`config.mk`:
```
export PLATFORM = sky130hd
export DESIGN_NAME = nxrae_exec
export DESIGN_NICKNAME = d
export VERILOG_FILES = /design/src/rtl/nxrae_pkg.sv /design/src/rtl/nxrae_exec.sv
export VERILOG_INCLUDE_DIRS = /design/src /design/src/rtl
export SDC_FILE = /design/constraint.sdc
export NUM_CORES = 1
export LEC_CHECK = 0
export BUFFER_PORTS_ARGS = -buffer_cell sky130_fd_sc_hd__clkbuf_2
export CAP_MARGIN = 25
export CORE_MARGIN = 1.5
export CORE_UTILIZATION = 40
export DETAILED_ROUTE_END_ITERATION = 7
export PLACE_DENSITY = 0.61
export SYNTH_ARGS = -nofsm -noshare
export SYNTH_HDL_FRONTEND = slang
export SYNTH_SLANG_ARGS = --single-unit
```
`constraint.sdc`:
```
create_clock -name clk_in -period 2.75 [get_ports clk_in]
set_input_delay 0.1375 -clock clk_in [delete_from_list [all_inputs] [get_ports clk_in]]
set_output_delay 0.1375 -clock clk_in [all_outputs]
set_load 0.02 [all_outputs]
```
`src/rtl/nxrae_cfg.svh`:
```
// opcode encodings, field positions and reset values of the transfer execution block
`ifndef NXRAE_CFG_SVH
`define NXRAE_CFG_SVH

// full 10-bit opcodes of the fixed register transfers
`define NXRAE_OP_SECOND_TO_ACC  10'h01e
`define NXRAE_OP_ACC_TO_SECOND  10'h00e
`define NXRAE_OP_DIGIT_TO_ACC   10'h01f
`define NXRAE_OP_ACC_TO_DIGIT   10'h00c
`define NXRAE_OP_PAIR_TO_WIDE   10'h01a
`define NXRAE_OP_WIDE_TO_PAIR   10'h02a
`define NXRAE_OP_ACC_TO_TEXT    10'h029
`define NXRAE_OP_TEXT_TO_ACC    10'h051
`define NXRAE_OP_PAGE_TO_ACC    10'h053
`define NXRAE_OP_FILE_TO_ACC    10'h052
`define NXRAE_OP_SPTR_TO_ACC    10'h050
`define NXRAE_OP_DIGIT_INC      10'h013
`define NXRAE_OP_DIGIT_DEC      10'h017

// field-carrying opcodes: prefix values and their bit spans
`define NXRAE_PAIR_PFX_HI       9
`define NXRAE_PAIR_PFX_LO       8
`define NXRAE_PAIR_PFX          2'h3
`define NXRAE_PAGE_PFX_HI       9
`define NXRAE_PAGE_PFX_LO       2
`define NXRAE_PAGE_PFX          8'h12
`define NXRAE_RAM_PFX_HI        9
`define NXRAE_RAM_PFX_LO        4
`define NXRAE_PFX_RAM_LOAD      6'h2c
`define NXRAE_PFX_RAM_SWAP      6'h2d
`define NXRAE_PFX_RAM_SWAP_DEC  6'h2f
`define NXRAE_PFX_RAM_SWAP_INC  6'h2e
`define NXRAE_PFX_RAM_STORE     6'h2b

// immediate field positions
`define NXRAE_X_HI              7
`define NXRAE_X_LO              4
`define NXRAE_Y_HI              3
`define NXRAE_Y_LO              0
`define NXRAE_Z_HI              1
`define NXRAE_Z_LO              0
`define NXRAE_J_HI              3
`define NXRAE_J_LO              0

// digit values that trigger a skip
`define NXRAE_DIGIT_WRAP_UP     4'h0
`define NXRAE_DIGIT_WRAP_DN     4'hf

// reset values
`define NXRAE_RST_NIB           4'h0
`define NXRAE_RST_WIDE          8'h00
`define NXRAE_RST_PAGE          2'h0
`define NXRAE_RST_TEXT          3'h0
`define NXRAE_RST_ADDR          10'h000
`define NXRAE_RST_BIT           1'h0

`endif

```
`src/rtl/nxrae_pkg.sv`:
```
// types shared by the transfer execution block
package nxrae_pkg;

  // decoded instruction kinds, one-hot
  typedef enum logic [19:0] {
    NXRAE_NONE                  = 20'h00000,
    NXRAE_COPY_SECOND_TO_ACC    = 20'h00001,
    NXRAE_COPY_ACC_TO_SECOND    = 20'h00002,
    NXRAE_COPY_DIGIT_TO_ACC     = 20'h00004,
    NXRAE_COPY_ACC_TO_DIGIT     = 20'h00008,
    NXRAE_PACK_PAIR_TO_WIDE     = 20'h00010,
    NXRAE_UNPACK_WIDE_TO_PAIR   = 20'h00020,
    NXRAE_COPY_ACC_TO_TABLE_EXT = 20'h00040,
    NXRAE_COPY_TABLE_EXT_TO_ACC = 20'h00080,
    NXRAE_COPY_PAGE_TO_ACC      = 20'h00100,
    NXRAE_COPY_FILE_TO_ACC      = 20'h00200,
    NXRAE_COPY_STACKPTR_TO_ACC  = 20'h00400,
    NXRAE_LOAD_FILE_DIGIT_IMM   = 20'h00800,
    NXRAE_LOAD_PAGE_IMM         = 20'h01000,
    NXRAE_DIGIT_INCREMENT_SKIP  = 20'h02000,
    NXRAE_DIGIT_DECREMENT_SKIP  = 20'h04000,
    NXRAE_RAM_LOAD_ACC          = 20'h08000,
    NXRAE_RAM_SWAP_ACC          = 20'h10000,
    NXRAE_RAM_SWAP_DEC_SKIP     = 20'h20000,
    NXRAE_RAM_SWAP_INC_SKIP     = 20'h40000,
    NXRAE_RAM_STORE_ACC         = 20'h80000
  } nxrae_op_t;

endpackage

```
`src/rtl/nxrae_exec.sv`:
```
// execution of register transfers, ram address loads and ram-to-register transfers
`timescale 1ns/10ps
`include "nxrae_cfg.svh"

// Summary of operation
// - B-to-acc copies B into accumulator
// - acc-to-B copies accumulator into B
// - digit-to-acc copies digit register into accumulator
// - acc-to-digit loads digit register from accumulator
// - pack loads wide register from B:acc
// - unpack splits wide register into B, acc
// - acc-to-table-ext copies accumulator into D
// - table-ext-to-acc copies D into accumulator
// - page-to-acc copies page register into accumulator
// - file-to-acc copies file register into accumulator
// - stackptr-to-acc copies stack pointer into accumulator
// - pair load writes file and digit immediates
// - consecutive pair loads after first are skipped
// - page load writes z immediate to page
// - digit increment wraps, skips next on zero
// - digit decrement wraps, skips next on fifteen
// - ram load to acc, file xor j
// - ram swap with acc, file xor j
// - swap, xor, decrement digit, skip on fifteen
// - swap, xor, increment digit, skip on zero
// - ram store from acc, file xor j
// - page register holds only zero to three
// - D to acc clears accumulator bit three
module nxrae_exec (
  input  wire logic        clk_in,             // instruction cycle clock
  input  wire logic        resetn_in,          // async reset, active low
  input  wire logic        exec_in,            // one instruction presented this cycle
  input  wire logic [9:0]  instr_in,           // instruction word
  input  wire logic        skip_in,            // sequencer marks this instruction skipped
  input  wire logic [3:0]  ram_nibble_in,      // ram nibble at the data pointer
  input  wire logic [2:0]  stack_pointer_in,   // current stack pointer
  output logic      [3:0]  acc_out,            // accumulator
  output logic      [3:0]  second_out,         // register B
  output logic      [7:0]  wide_out,           // register E
  output logic      [3:0]  digit_out,          // ram digit address Y
  output logic      [3:0]  file_out,           // ram file address X
  output logic      [1:0]  page_out,           // ram page Z
  output logic      [2:0]  table_ext_out,      // table pointer extension D
  output logic             skip_next_out,      // pulse: skip the following instruction
  output logic             ram_we_out,         // pulse: write ram nibble
  output logic      [3:0]  ram_wdata_out,      // nibble to write
  output logic      [9:0]  ram_waddr_out       // pointer {page,file,digit} of the write
);

  // architectural registers and their next values
  logic [3:0] acc_r,        acc_nxt;
  logic [3:0] second_r,     second_nxt;
  logic [7:0] wide_r,       wide_nxt;
  logic [3:0] digit_r,      digit_nxt;
  logic [3:0] file_r,       file_nxt;
  logic [1:0] page_r,       page_nxt;
  logic [2:0] table_ext_r,  table_ext_nxt;
  // sequencing state
  // skip request leaves as a one-cycle pulse; the sequencer does the
  // actual suppression and hands it back through skip_in
  logic       skip_next_r,  skip_next_nxt;
  // run tracker: set by any presented pair load, skipped ones too,
  // so later members of a run stay held off; idle cycles keep it
  logic       pair_run_r,   pair_run_nxt;  // previous instruction was a pair load
  // ram write port
  // write lands one cycle after the read, at the pointer latched then,
  // so a file or digit step by the same word cannot move the write
  logic       ram_we_r,     ram_we_nxt;
  logic [3:0] ram_wdata_r,  ram_wdata_nxt;
  logic [9:0] ram_waddr_r,  ram_waddr_nxt;

  nxrae_pkg::nxrae_op_t op;                // decoded instruction kind
  logic                 squash;            // instruction must have no effect
  logic [3:0]           digit_up;          // digit plus one, mod 16
  logic [3:0]           digit_dn;          // digit minus one, mod 16
  logic [3:0]           file_xor;          // file xor j immediate

  // map an instruction word onto its kind; other groups decode to none
  // pair load owns the whole upper quarter of the code space, so it is
  // tested first; page load next; then the ram group prefixes, and
  // last the fixed single-word opcodes
  function automatic nxrae_pkg::nxrae_op_t nxrae_decode(input logic [9:0] w);
    nxrae_pkg::nxrae_op_t k;
    k = nxrae_pkg::NXRAE_NONE;
    if (w[`NXRAE_PAIR_PFX_HI:`NXRAE_PAIR_PFX_LO] == `NXRAE_PAIR_PFX) begin
      k = nxrae_pkg::NXRAE_LOAD_FILE_DIGIT_IMM;
    end else if (w[`NXRAE_PAGE_PFX_HI:`NXRAE_PAGE_PFX_LO] == `NXRAE_PAGE_PFX) begin
      k = nxrae_pkg::NXRAE_LOAD_PAGE_IMM;
    end else begin
      unique case (w[`NXRAE_RAM_PFX_HI:`NXRAE_RAM_PFX_LO])
        `NXRAE_PFX_RAM_LOAD:     k = nxrae_pkg::NXRAE_RAM_LOAD_ACC;
        `NXRAE_PFX_RAM_SWAP:     k = nxrae_pkg::NXRAE_RAM_SWAP_ACC;
        `NXRAE_PFX_RAM_SWAP_DEC: k = nxrae_pkg::NXRAE_RAM_SWAP_DEC_SKIP;
        `NXRAE_PFX_RAM_SWAP_INC: k = nxrae_pkg::NXRAE_RAM_SWAP_INC_SKIP;
        `NXRAE_PFX_RAM_STORE:    k = nxrae_pkg::NXRAE_RAM_STORE_ACC;
        default: begin
          // fixed opcodes; anything else belongs to another group
          unique case (w)
            `NXRAE_OP_SECOND_TO_ACC: k = nxrae_pkg::NXRAE_COPY_SECOND_TO_ACC;
            `NXRAE_OP_ACC_TO_SECOND: k = nxrae_pkg::NXRAE_COPY_ACC_TO_SECOND;
            `NXRAE_OP_DIGIT_TO_ACC:  k = nxrae_pkg::NXRAE_COPY_DIGIT_TO_ACC;
            `NXRAE_OP_ACC_TO_DIGIT:  k = nxrae_pkg::NXRAE_COPY_ACC_TO_DIGIT;
            `NXRAE_OP_PAIR_TO_WIDE:  k = nxrae_pkg::NXRAE_PACK_PAIR_TO_WIDE;
            `NXRAE_OP_WIDE_TO_PAIR:  k = nxrae_pkg::NXRAE_UNPACK_WIDE_TO_PAIR;
            `NXRAE_OP_ACC_TO_TEXT:   k = nxrae_pkg::NXRAE_COPY_ACC_TO_TABLE_EXT;
            `NXRAE_OP_TEXT_TO_ACC:   k = nxrae_pkg::NXRAE_COPY_TABLE_EXT_TO_ACC;
            `NXRAE_OP_PAGE_TO_ACC:   k = nxrae_pkg::NXRAE_COPY_PAGE_TO_ACC;
            `NXRAE_OP_FILE_TO_ACC:   k = nxrae_pkg::NXRAE_COPY_FILE_TO_ACC;
            `NXRAE_OP_SPTR_TO_ACC:   k = nxrae_pkg::NXRAE_COPY_STACKPTR_TO_ACC;
            `NXRAE_OP_DIGIT_INC:     k = nxrae_pkg::NXRAE_DIGIT_INCREMENT_SKIP;
            `NXRAE_OP_DIGIT_DEC:     k = nxrae_pkg::NXRAE_DIGIT_DECREMENT_SKIP;
            default:                 k = nxrae_pkg::NXRAE_NONE;
          endcase
        end
      endcase
    end
    return k;
  endfunction

  // decode and shared arithmetic
  // both digit steps formed once, shared by plain and swap forms
  always_comb begin
    op       = nxrae_decode(instr_in);
    digit_up = digit_r + 4'h1;  // wraps f to 0
    digit_dn = digit_r - 4'h1;  // wraps 0 to f
    // j sits in the low nibble of every ram group word
    file_xor = file_r ^ instr_in[`NXRAE_J_HI:`NXRAE_J_LO];
    // skipped by sequencer, or a pair load following a pair load
    squash   = skip_in ||
               (pair_run_r && (op == nxrae_pkg::NXRAE_LOAD_FILE_DIGIT_IMM));
  end

  // next-state of registers, skip request and ram write
  always_comb begin
    // every register holds unless the word below changes it
    acc_nxt       = acc_r;
    second_nxt    = second_r;
    wide_nxt      = wide_r;
    digit_nxt     = digit_r;
    file_nxt      = file_r;
    page_nxt      = page_r;
    table_ext_nxt = table_ext_r;
    // pulses fall back to zero unless this word raises them
    skip_next_nxt = 1'h0;
    pair_run_nxt  = pair_run_r;
    ram_we_nxt    = 1'h0;
    // write data and address hold so the port stays quiet when idle
    ram_wdata_nxt = ram_wdata_r;
    ram_waddr_nxt = ram_waddr_r;
    // idle cycles leave the pair-load run as it stands
    if (exec_in) begin
      // a run of pair loads is tracked across skipped members too
      pair_run_nxt = (op == nxrae_pkg::NXRAE_LOAD_FILE_DIGIT_IMM);
      // a squashed word still takes part in run tracking above
      if (!squash) begin
        // no carry state lives here, so carry is never touched
        unique case (op)
          nxrae_pkg::NXRAE_COPY_SECOND_TO_ACC: begin
            acc_nxt = second_r;
          end
          nxrae_pkg::NXRAE_COPY_ACC_TO_SECOND: begin
            second_nxt = acc_r;
          end
          nxrae_pkg::NXRAE_COPY_DIGIT_TO_ACC: begin
            acc_nxt = digit_r;
          end
          nxrae_pkg::NXRAE_COPY_ACC_TO_DIGIT: begin
            digit_nxt = acc_r;
          end
          nxrae_pkg::NXRAE_PACK_PAIR_TO_WIDE: begin
            // b becomes the high nibble of e
            wide_nxt = {second_r, acc_r};
          end
          nxrae_pkg::NXRAE_UNPACK_WIDE_TO_PAIR: begin
            // high nibble to b, low nibble to accumulator
            second_nxt = wide_r[7:4];
            acc_nxt    = wide_r[3:0];
          end
          nxrae_pkg::NXRAE_COPY_ACC_TO_TABLE_EXT: begin
            // only the low three accumulator bits fit
            table_ext_nxt = acc_r[2:0];
          end
          nxrae_pkg::NXRAE_COPY_TABLE_EXT_TO_ACC: begin
            // three-bit source; top accumulator bit forced low
            acc_nxt = {1'h0, table_ext_r};
          end
          nxrae_pkg::NXRAE_COPY_PAGE_TO_ACC: begin
            // two-bit page; upper accumulator bits cleared
            acc_nxt = {2'h0, page_r};
          end
          nxrae_pkg::NXRAE_COPY_FILE_TO_ACC: begin
            acc_nxt = file_r;
          end
          nxrae_pkg::NXRAE_COPY_STACKPTR_TO_ACC: begin
            // three-bit stack pointer; bit 3 cleared
            acc_nxt = {1'h0, stack_pointer_in};
          end
          nxrae_pkg::NXRAE_LOAD_FILE_DIGIT_IMM: begin
            // x immediate in the upper nibble, y in the lower
            file_nxt  = instr_in[`NXRAE_X_HI:`NXRAE_X_LO];
            digit_nxt = instr_in[`NXRAE_Y_HI:`NXRAE_Y_LO];
          end
          nxrae_pkg::NXRAE_LOAD_PAGE_IMM: begin
            // two-bit immediate, so the page never exceeds three
            page_nxt = instr_in[`NXRAE_Z_HI:`NXRAE_Z_LO];
          end
          nxrae_pkg::NXRAE_DIGIT_INCREMENT_SKIP: begin
            // skip when the step wraps to zero
            digit_nxt     = digit_up;
            skip_next_nxt = (digit_up == `NXRAE_DIGIT_WRAP_UP);
          end
          nxrae_pkg::NXRAE_DIGIT_DECREMENT_SKIP: begin
            // skip when the step wraps to fifteen
            digit_nxt     = digit_dn;
            skip_next_nxt = (digit_dn == `NXRAE_DIGIT_WRAP_DN);
          end
          nxrae_pkg::NXRAE_RAM_LOAD_ACC: begin
            acc_nxt  = ram_nibble_in;
            file_nxt = file_xor;
          end
          nxrae_pkg::NXRAE_RAM_SWAP_ACC: begin
            // ram read now, old accumulator written one cycle later
            acc_nxt       = ram_nibble_in;
            ram_we_nxt    = 1'h1;
            ram_wdata_nxt = acc_r;
            ram_waddr_nxt = {page_r, file_r, digit_r};
            file_nxt      = file_xor;
          end
          nxrae_pkg::NXRAE_RAM_SWAP_DEC_SKIP: begin
            // swap as above, then step the digit down
            acc_nxt       = ram_nibble_in;
            ram_we_nxt    = 1'h1;
            ram_wdata_nxt = acc_r;
            ram_waddr_nxt = {page_r, file_r, digit_r};
            file_nxt      = file_xor;
            digit_nxt     = digit_dn;
            skip_next_nxt = (digit_dn == `NXRAE_DIGIT_WRAP_DN);
          end
          nxrae_pkg::NXRAE_RAM_SWAP_INC_SKIP: begin
            // swap as above, then step the digit up
            acc_nxt       = ram_nibble_in;
            ram_we_nxt    = 1'h1;
            ram_wdata_nxt = acc_r;
            ram_waddr_nxt = {page_r, file_r, digit_r};
            file_nxt      = file_xor;
            digit_nxt     = digit_up;
            skip_next_nxt = (digit_up == `NXRAE_DIGIT_WRAP_UP);
          end
          nxrae_pkg::NXRAE_RAM_STORE_ACC: begin
            // accumulator kept; ram nibble written and file takes file xor j
            ram_we_nxt    = 1'h1;
            ram_wdata_nxt = acc_r;
            ram_waddr_nxt = {page_r, file_r, digit_r};
            file_nxt      = file_xor;
          end
          default: begin
            // other instruction groups: nothing here
          end
        endcase
      end
    end
  end

  // register everything
  // reset loads constants only; every edge updates all state
  always_ff @(posedge clk_in or negedge resetn_in) begin
    if (!resetn_in) begin
      acc_r       <= `NXRAE_RST_NIB;
      second_r    <= `NXRAE_RST_NIB;
      wide_r      <= `NXRAE_RST_WIDE;
      digit_r     <= `NXRAE_RST_NIB;
      file_r      <= `NXRAE_RST_NIB;
      page_r      <= `NXRAE_RST_PAGE;
      table_ext_r <= `NXRAE_RST_TEXT;
      skip_next_r <= `NXRAE_RST_BIT;
      pair_run_r  <= `NXRAE_RST_BIT;
      ram_we_r    <= `NXRAE_RST_BIT;
      ram_wdata_r <= `NXRAE_RST_NIB;
      ram_waddr_r <= `NXRAE_RST_ADDR;
    end else begin
      acc_r       <= acc_nxt;
      second_r    <= second_nxt;
      wide_r      <= wide_nxt;
      digit_r     <= digit_nxt;
      file_r      <= file_nxt;
      page_r      <= page_nxt;
      table_ext_r <= table_ext_nxt;
      skip_next_r <= skip_next_nxt;
      pair_run_r  <= pair_run_nxt;
      ram_we_r    <= ram_we_nxt;
      ram_wdata_r <= ram_wdata_nxt;
      ram_waddr_r <= ram_waddr_nxt;
    end
  end

  // outputs straight from flip-flops
  // no logic between registers and ports, so nothing glitches outside
  assign acc_out       = acc_r;
  assign second_out    = second_r;
  assign wide_out      = wide_r;
  assign digit_out     = digit_r;
  assign file_out      = file_r;
  assign page_out      = page_r;
  assign table_ext_out = table_ext_r;
  assign skip_next_out = skip_next_r;
  assign ram_we_out    = ram_we_r;
  assign ram_wdata_out = ram_wdata_r;
  assign ram_waddr_out = ram_waddr_r;

endmodule

```
==> flow_summary.ini <==
[status]
status = finished with violations
violations = DRC

[cts]
cts_buffers = 5
htree_num_levels = 2
clk-insertion-delay-late_ns = 0.29
cts_resized = 0
root_buffer = clkbuf_8
post_cts_buffers = 0
clk_pin_slew_ns = 0.08
cts.sinks = 46
cts_tree = built
cts_max_path_buffers = 2
cts_hold_buf = 1

[sta]
final_hold_viol_count = 0
post-route-min-period_ns = 2.10
max_freq_mhz = 476
worstMarginPinSlew_ns = 0.919
whs_ns = 0.119
setup-tns-final_ns = 0
setup_viol = 0
slew_violations = 0
relSlewSlack_pct = 38.4
finalCritPeriodShare_pct = 76.4
clock_skew_ns = 0.00360
rsz0062_at_grt = no

[power_and_ir_drop]
power_leakage_uw = 0.00149
p_per_area_mw_per_mm2 = 603
irDropWorstVdd_mv = 0.364

[hold_path]
whs_endpoint = pair_run_r
hold_class = in -> reg
min_path_cells = 2
worstHoldStart = exec_in

[logic_synthesis]
synth_top_area_share_pct = 42.4
ys_warn_count = 0
async_flop_share_pct = 100
synth.area.top_cells = dfrtp_1, mux2_2, nor2_1
yosysSeqAreaShare_pct = 42.4
synth-xor-area-share_pct = 1.29
synth_top_cells_by_count = dfrtp_1, nor2_1, mux2_2
synth_seq_cells = 46
synth_nets = 276
synth_area_mm2 = 0.00272
ys_types = 59
synth_compound_area_share_pct = 17.0
ys.flop_type = dfrtp_1
synthCells = 251
avgSynthCellArea_um2 = 10.8
synth_most_common_cell = dfrtp_1
synth_enable_flop_cells = 0
synthAdderAreaFrac_pct = 1.84
synthMuxAreaShare_pct = 13.5
synth_largest_area_cell = dfrtp_1
yosys.area_share.simple_pct = 18.2
synth_top_family_by_area = simple AND/OR/NAND/NOR gates

[detailed_routing]
drt_iter0_markers = 76
viasPerCell = 5.56
dr.pass1.iters = 6
wirelength_um = 6630
wl_per_cell_um = 16.8
dr_total_vias = 2189
drc_errors = 4
postRouteAntennaNets = 0

[worst_setup_path]
cp.required_ns = 2.93
r2r-end = table_ext_out[2]
r2r-start = pair_run_r
crit_path_start_kind = register
r2r_slack_ns = 0.65
crit_fanout = 9
cp-end-kind = register
arrival_ns = 2.28
critPathKind = reg -> reg
ff2ff_path_depth = 5

[die]
fp.dieArea_mm2 = 0.00729
fp.dieW_um = 85.4
die_height_um = 85.4
io_pins = 66
floorplan.initialDensity_pct = 42.0
rows = 29
core_area_mm2 = 0.00646

[place]
portBuffers = 65
hpwl_um = 4750
routabilityCongestion = 0.845
dp.cells = 385

[global_route]
grt_usage_pct = 19.3
grt_max_degree = 47
grt-ovfl-total = 0
grt_pass1_wl_um = 11000
grt_antenna_before_repair = 0
grt_pass1_vias = 2115

[final_layout]
antenna_cells = 0
drive_above_1_share_pct = 38.8
nNetsFinal = 341
area_growth_pct = 16.4
finalNonFillerCells = 394

[job]
cap_viol_max_count = 0
[placed cells by master (no fill, tap or decap), types with 2 or more instances in the layout]
master and count:
mux2i_1 5, mux4_2 2, nand2_1 16, clkbuf_8 5
a221oi_1 3, nand3b_1 4, dfrtp_1 46, a22oi_1 5
nor4_2 2, mux2_2 24, or4b_1 2, nor3_1 2
o21ai_4 2, xor2_1 4, a31oi_1 5, a21oi_1 16
a41oi_1 2, o22ai_1 4, nand3_1 9, buf_4 5
or3_1 2, nor2_1 25, clkbuf_2 65, ha_1 4
o21ai_0 15, inv_1 5, a221o_1 2, nor3_2 2
[cells by family (layout without fill, tap and decap cells)]
logic type      count (synthesis)  in the layout
mux                            31             31
xor+xnor                        4              4
buf+inv                        19             85
flops                          46             46
fa+ha+maj                       4              4
compound gates                 67             67
simple gates                   80             80
[metrics by stage]
step / power, uW / worst slack (ns) / instance area, um2 / utilization (%)
CTS: 1930 / 0.666 / 3160 / 48.9
detailed placement: 1430 / 0.564 / 3040 / 47.1
finish: 1910 / 0.650 / 3160 / 48.9
floorplan: 1240 / 0.875 / 2720 / -
global route: 2030 / 0.551 / 3160 / 48.9
global placement: 1420 / 0.616 / 3040 / 47.1
[worst max-delay path by stage]
stage | start | end | slack [ns] | cells after the start
2_1_floorplan | instr_in[4] | digit_out[3] | 0.87 | 7
3_3_place_gp | instr_in[5] | digit_out[3] | 0.62 | 7
3_5_place_dp | instr_in[5] | digit_out[3] | 0.56 | 7
4_1_cts | pair_run_r | table_ext_out[2] | 0.67 | 5
5_1_grt | pair_run_r | table_ext_out[2] | 0.55 | 5
6_report | pair_run_r | table_ext_out[2] | 0.65 | 5
[critical path, stage by stage, from the launching register on]
cell and delay (ns):
dfrtp_1 0.38, nand3_1 0.09, and3b_1 0.40, nand3b_1 0.19, or4_1 0.62, mux2_2 0.30
[sequential cells by signal (all words and copies together), names as in the netlist]
name,count
second_out,4
file_out,4
pair_run_r,1
skip_next_out,1
wide_out,8
ram_waddr_out,10
page_out,2
table_ext_out,3
ram_we_out,1
ram_wdata_out,4
digit_out,4
acc_out,4
[final cells by class]
type,count,area (um2)
repair buffers,71,373
well taps,77,96.3
clock inverters,2,37.5
clock buffers,6,72.6
multi-input cells,186,1410
inverters,6,22.5
fillers,619,3300
flip-flops and latches,46,1150
[layer usage]
layer | track usage, % | vias up | share of wire, %
li1 | - | 1073 | -
met1 | 27.4 | 1039 | 46
met2 | 31.3 | 70 | 48
met3 | 3.02 | 7 | 4.8
met4 | 4.40 | 0 | 0.78
met5 | 0 | - | 0
[where the power goes]
| part | internal (uW) | switching [uW] | total (uW) |
|---|---|---|---|
| clock | 271 | 226 | 497 |
| sequential | 767 | 136 | 903 |
| combinational | 196 | 310 | 506 |
(Power assumes the default switching activity.)
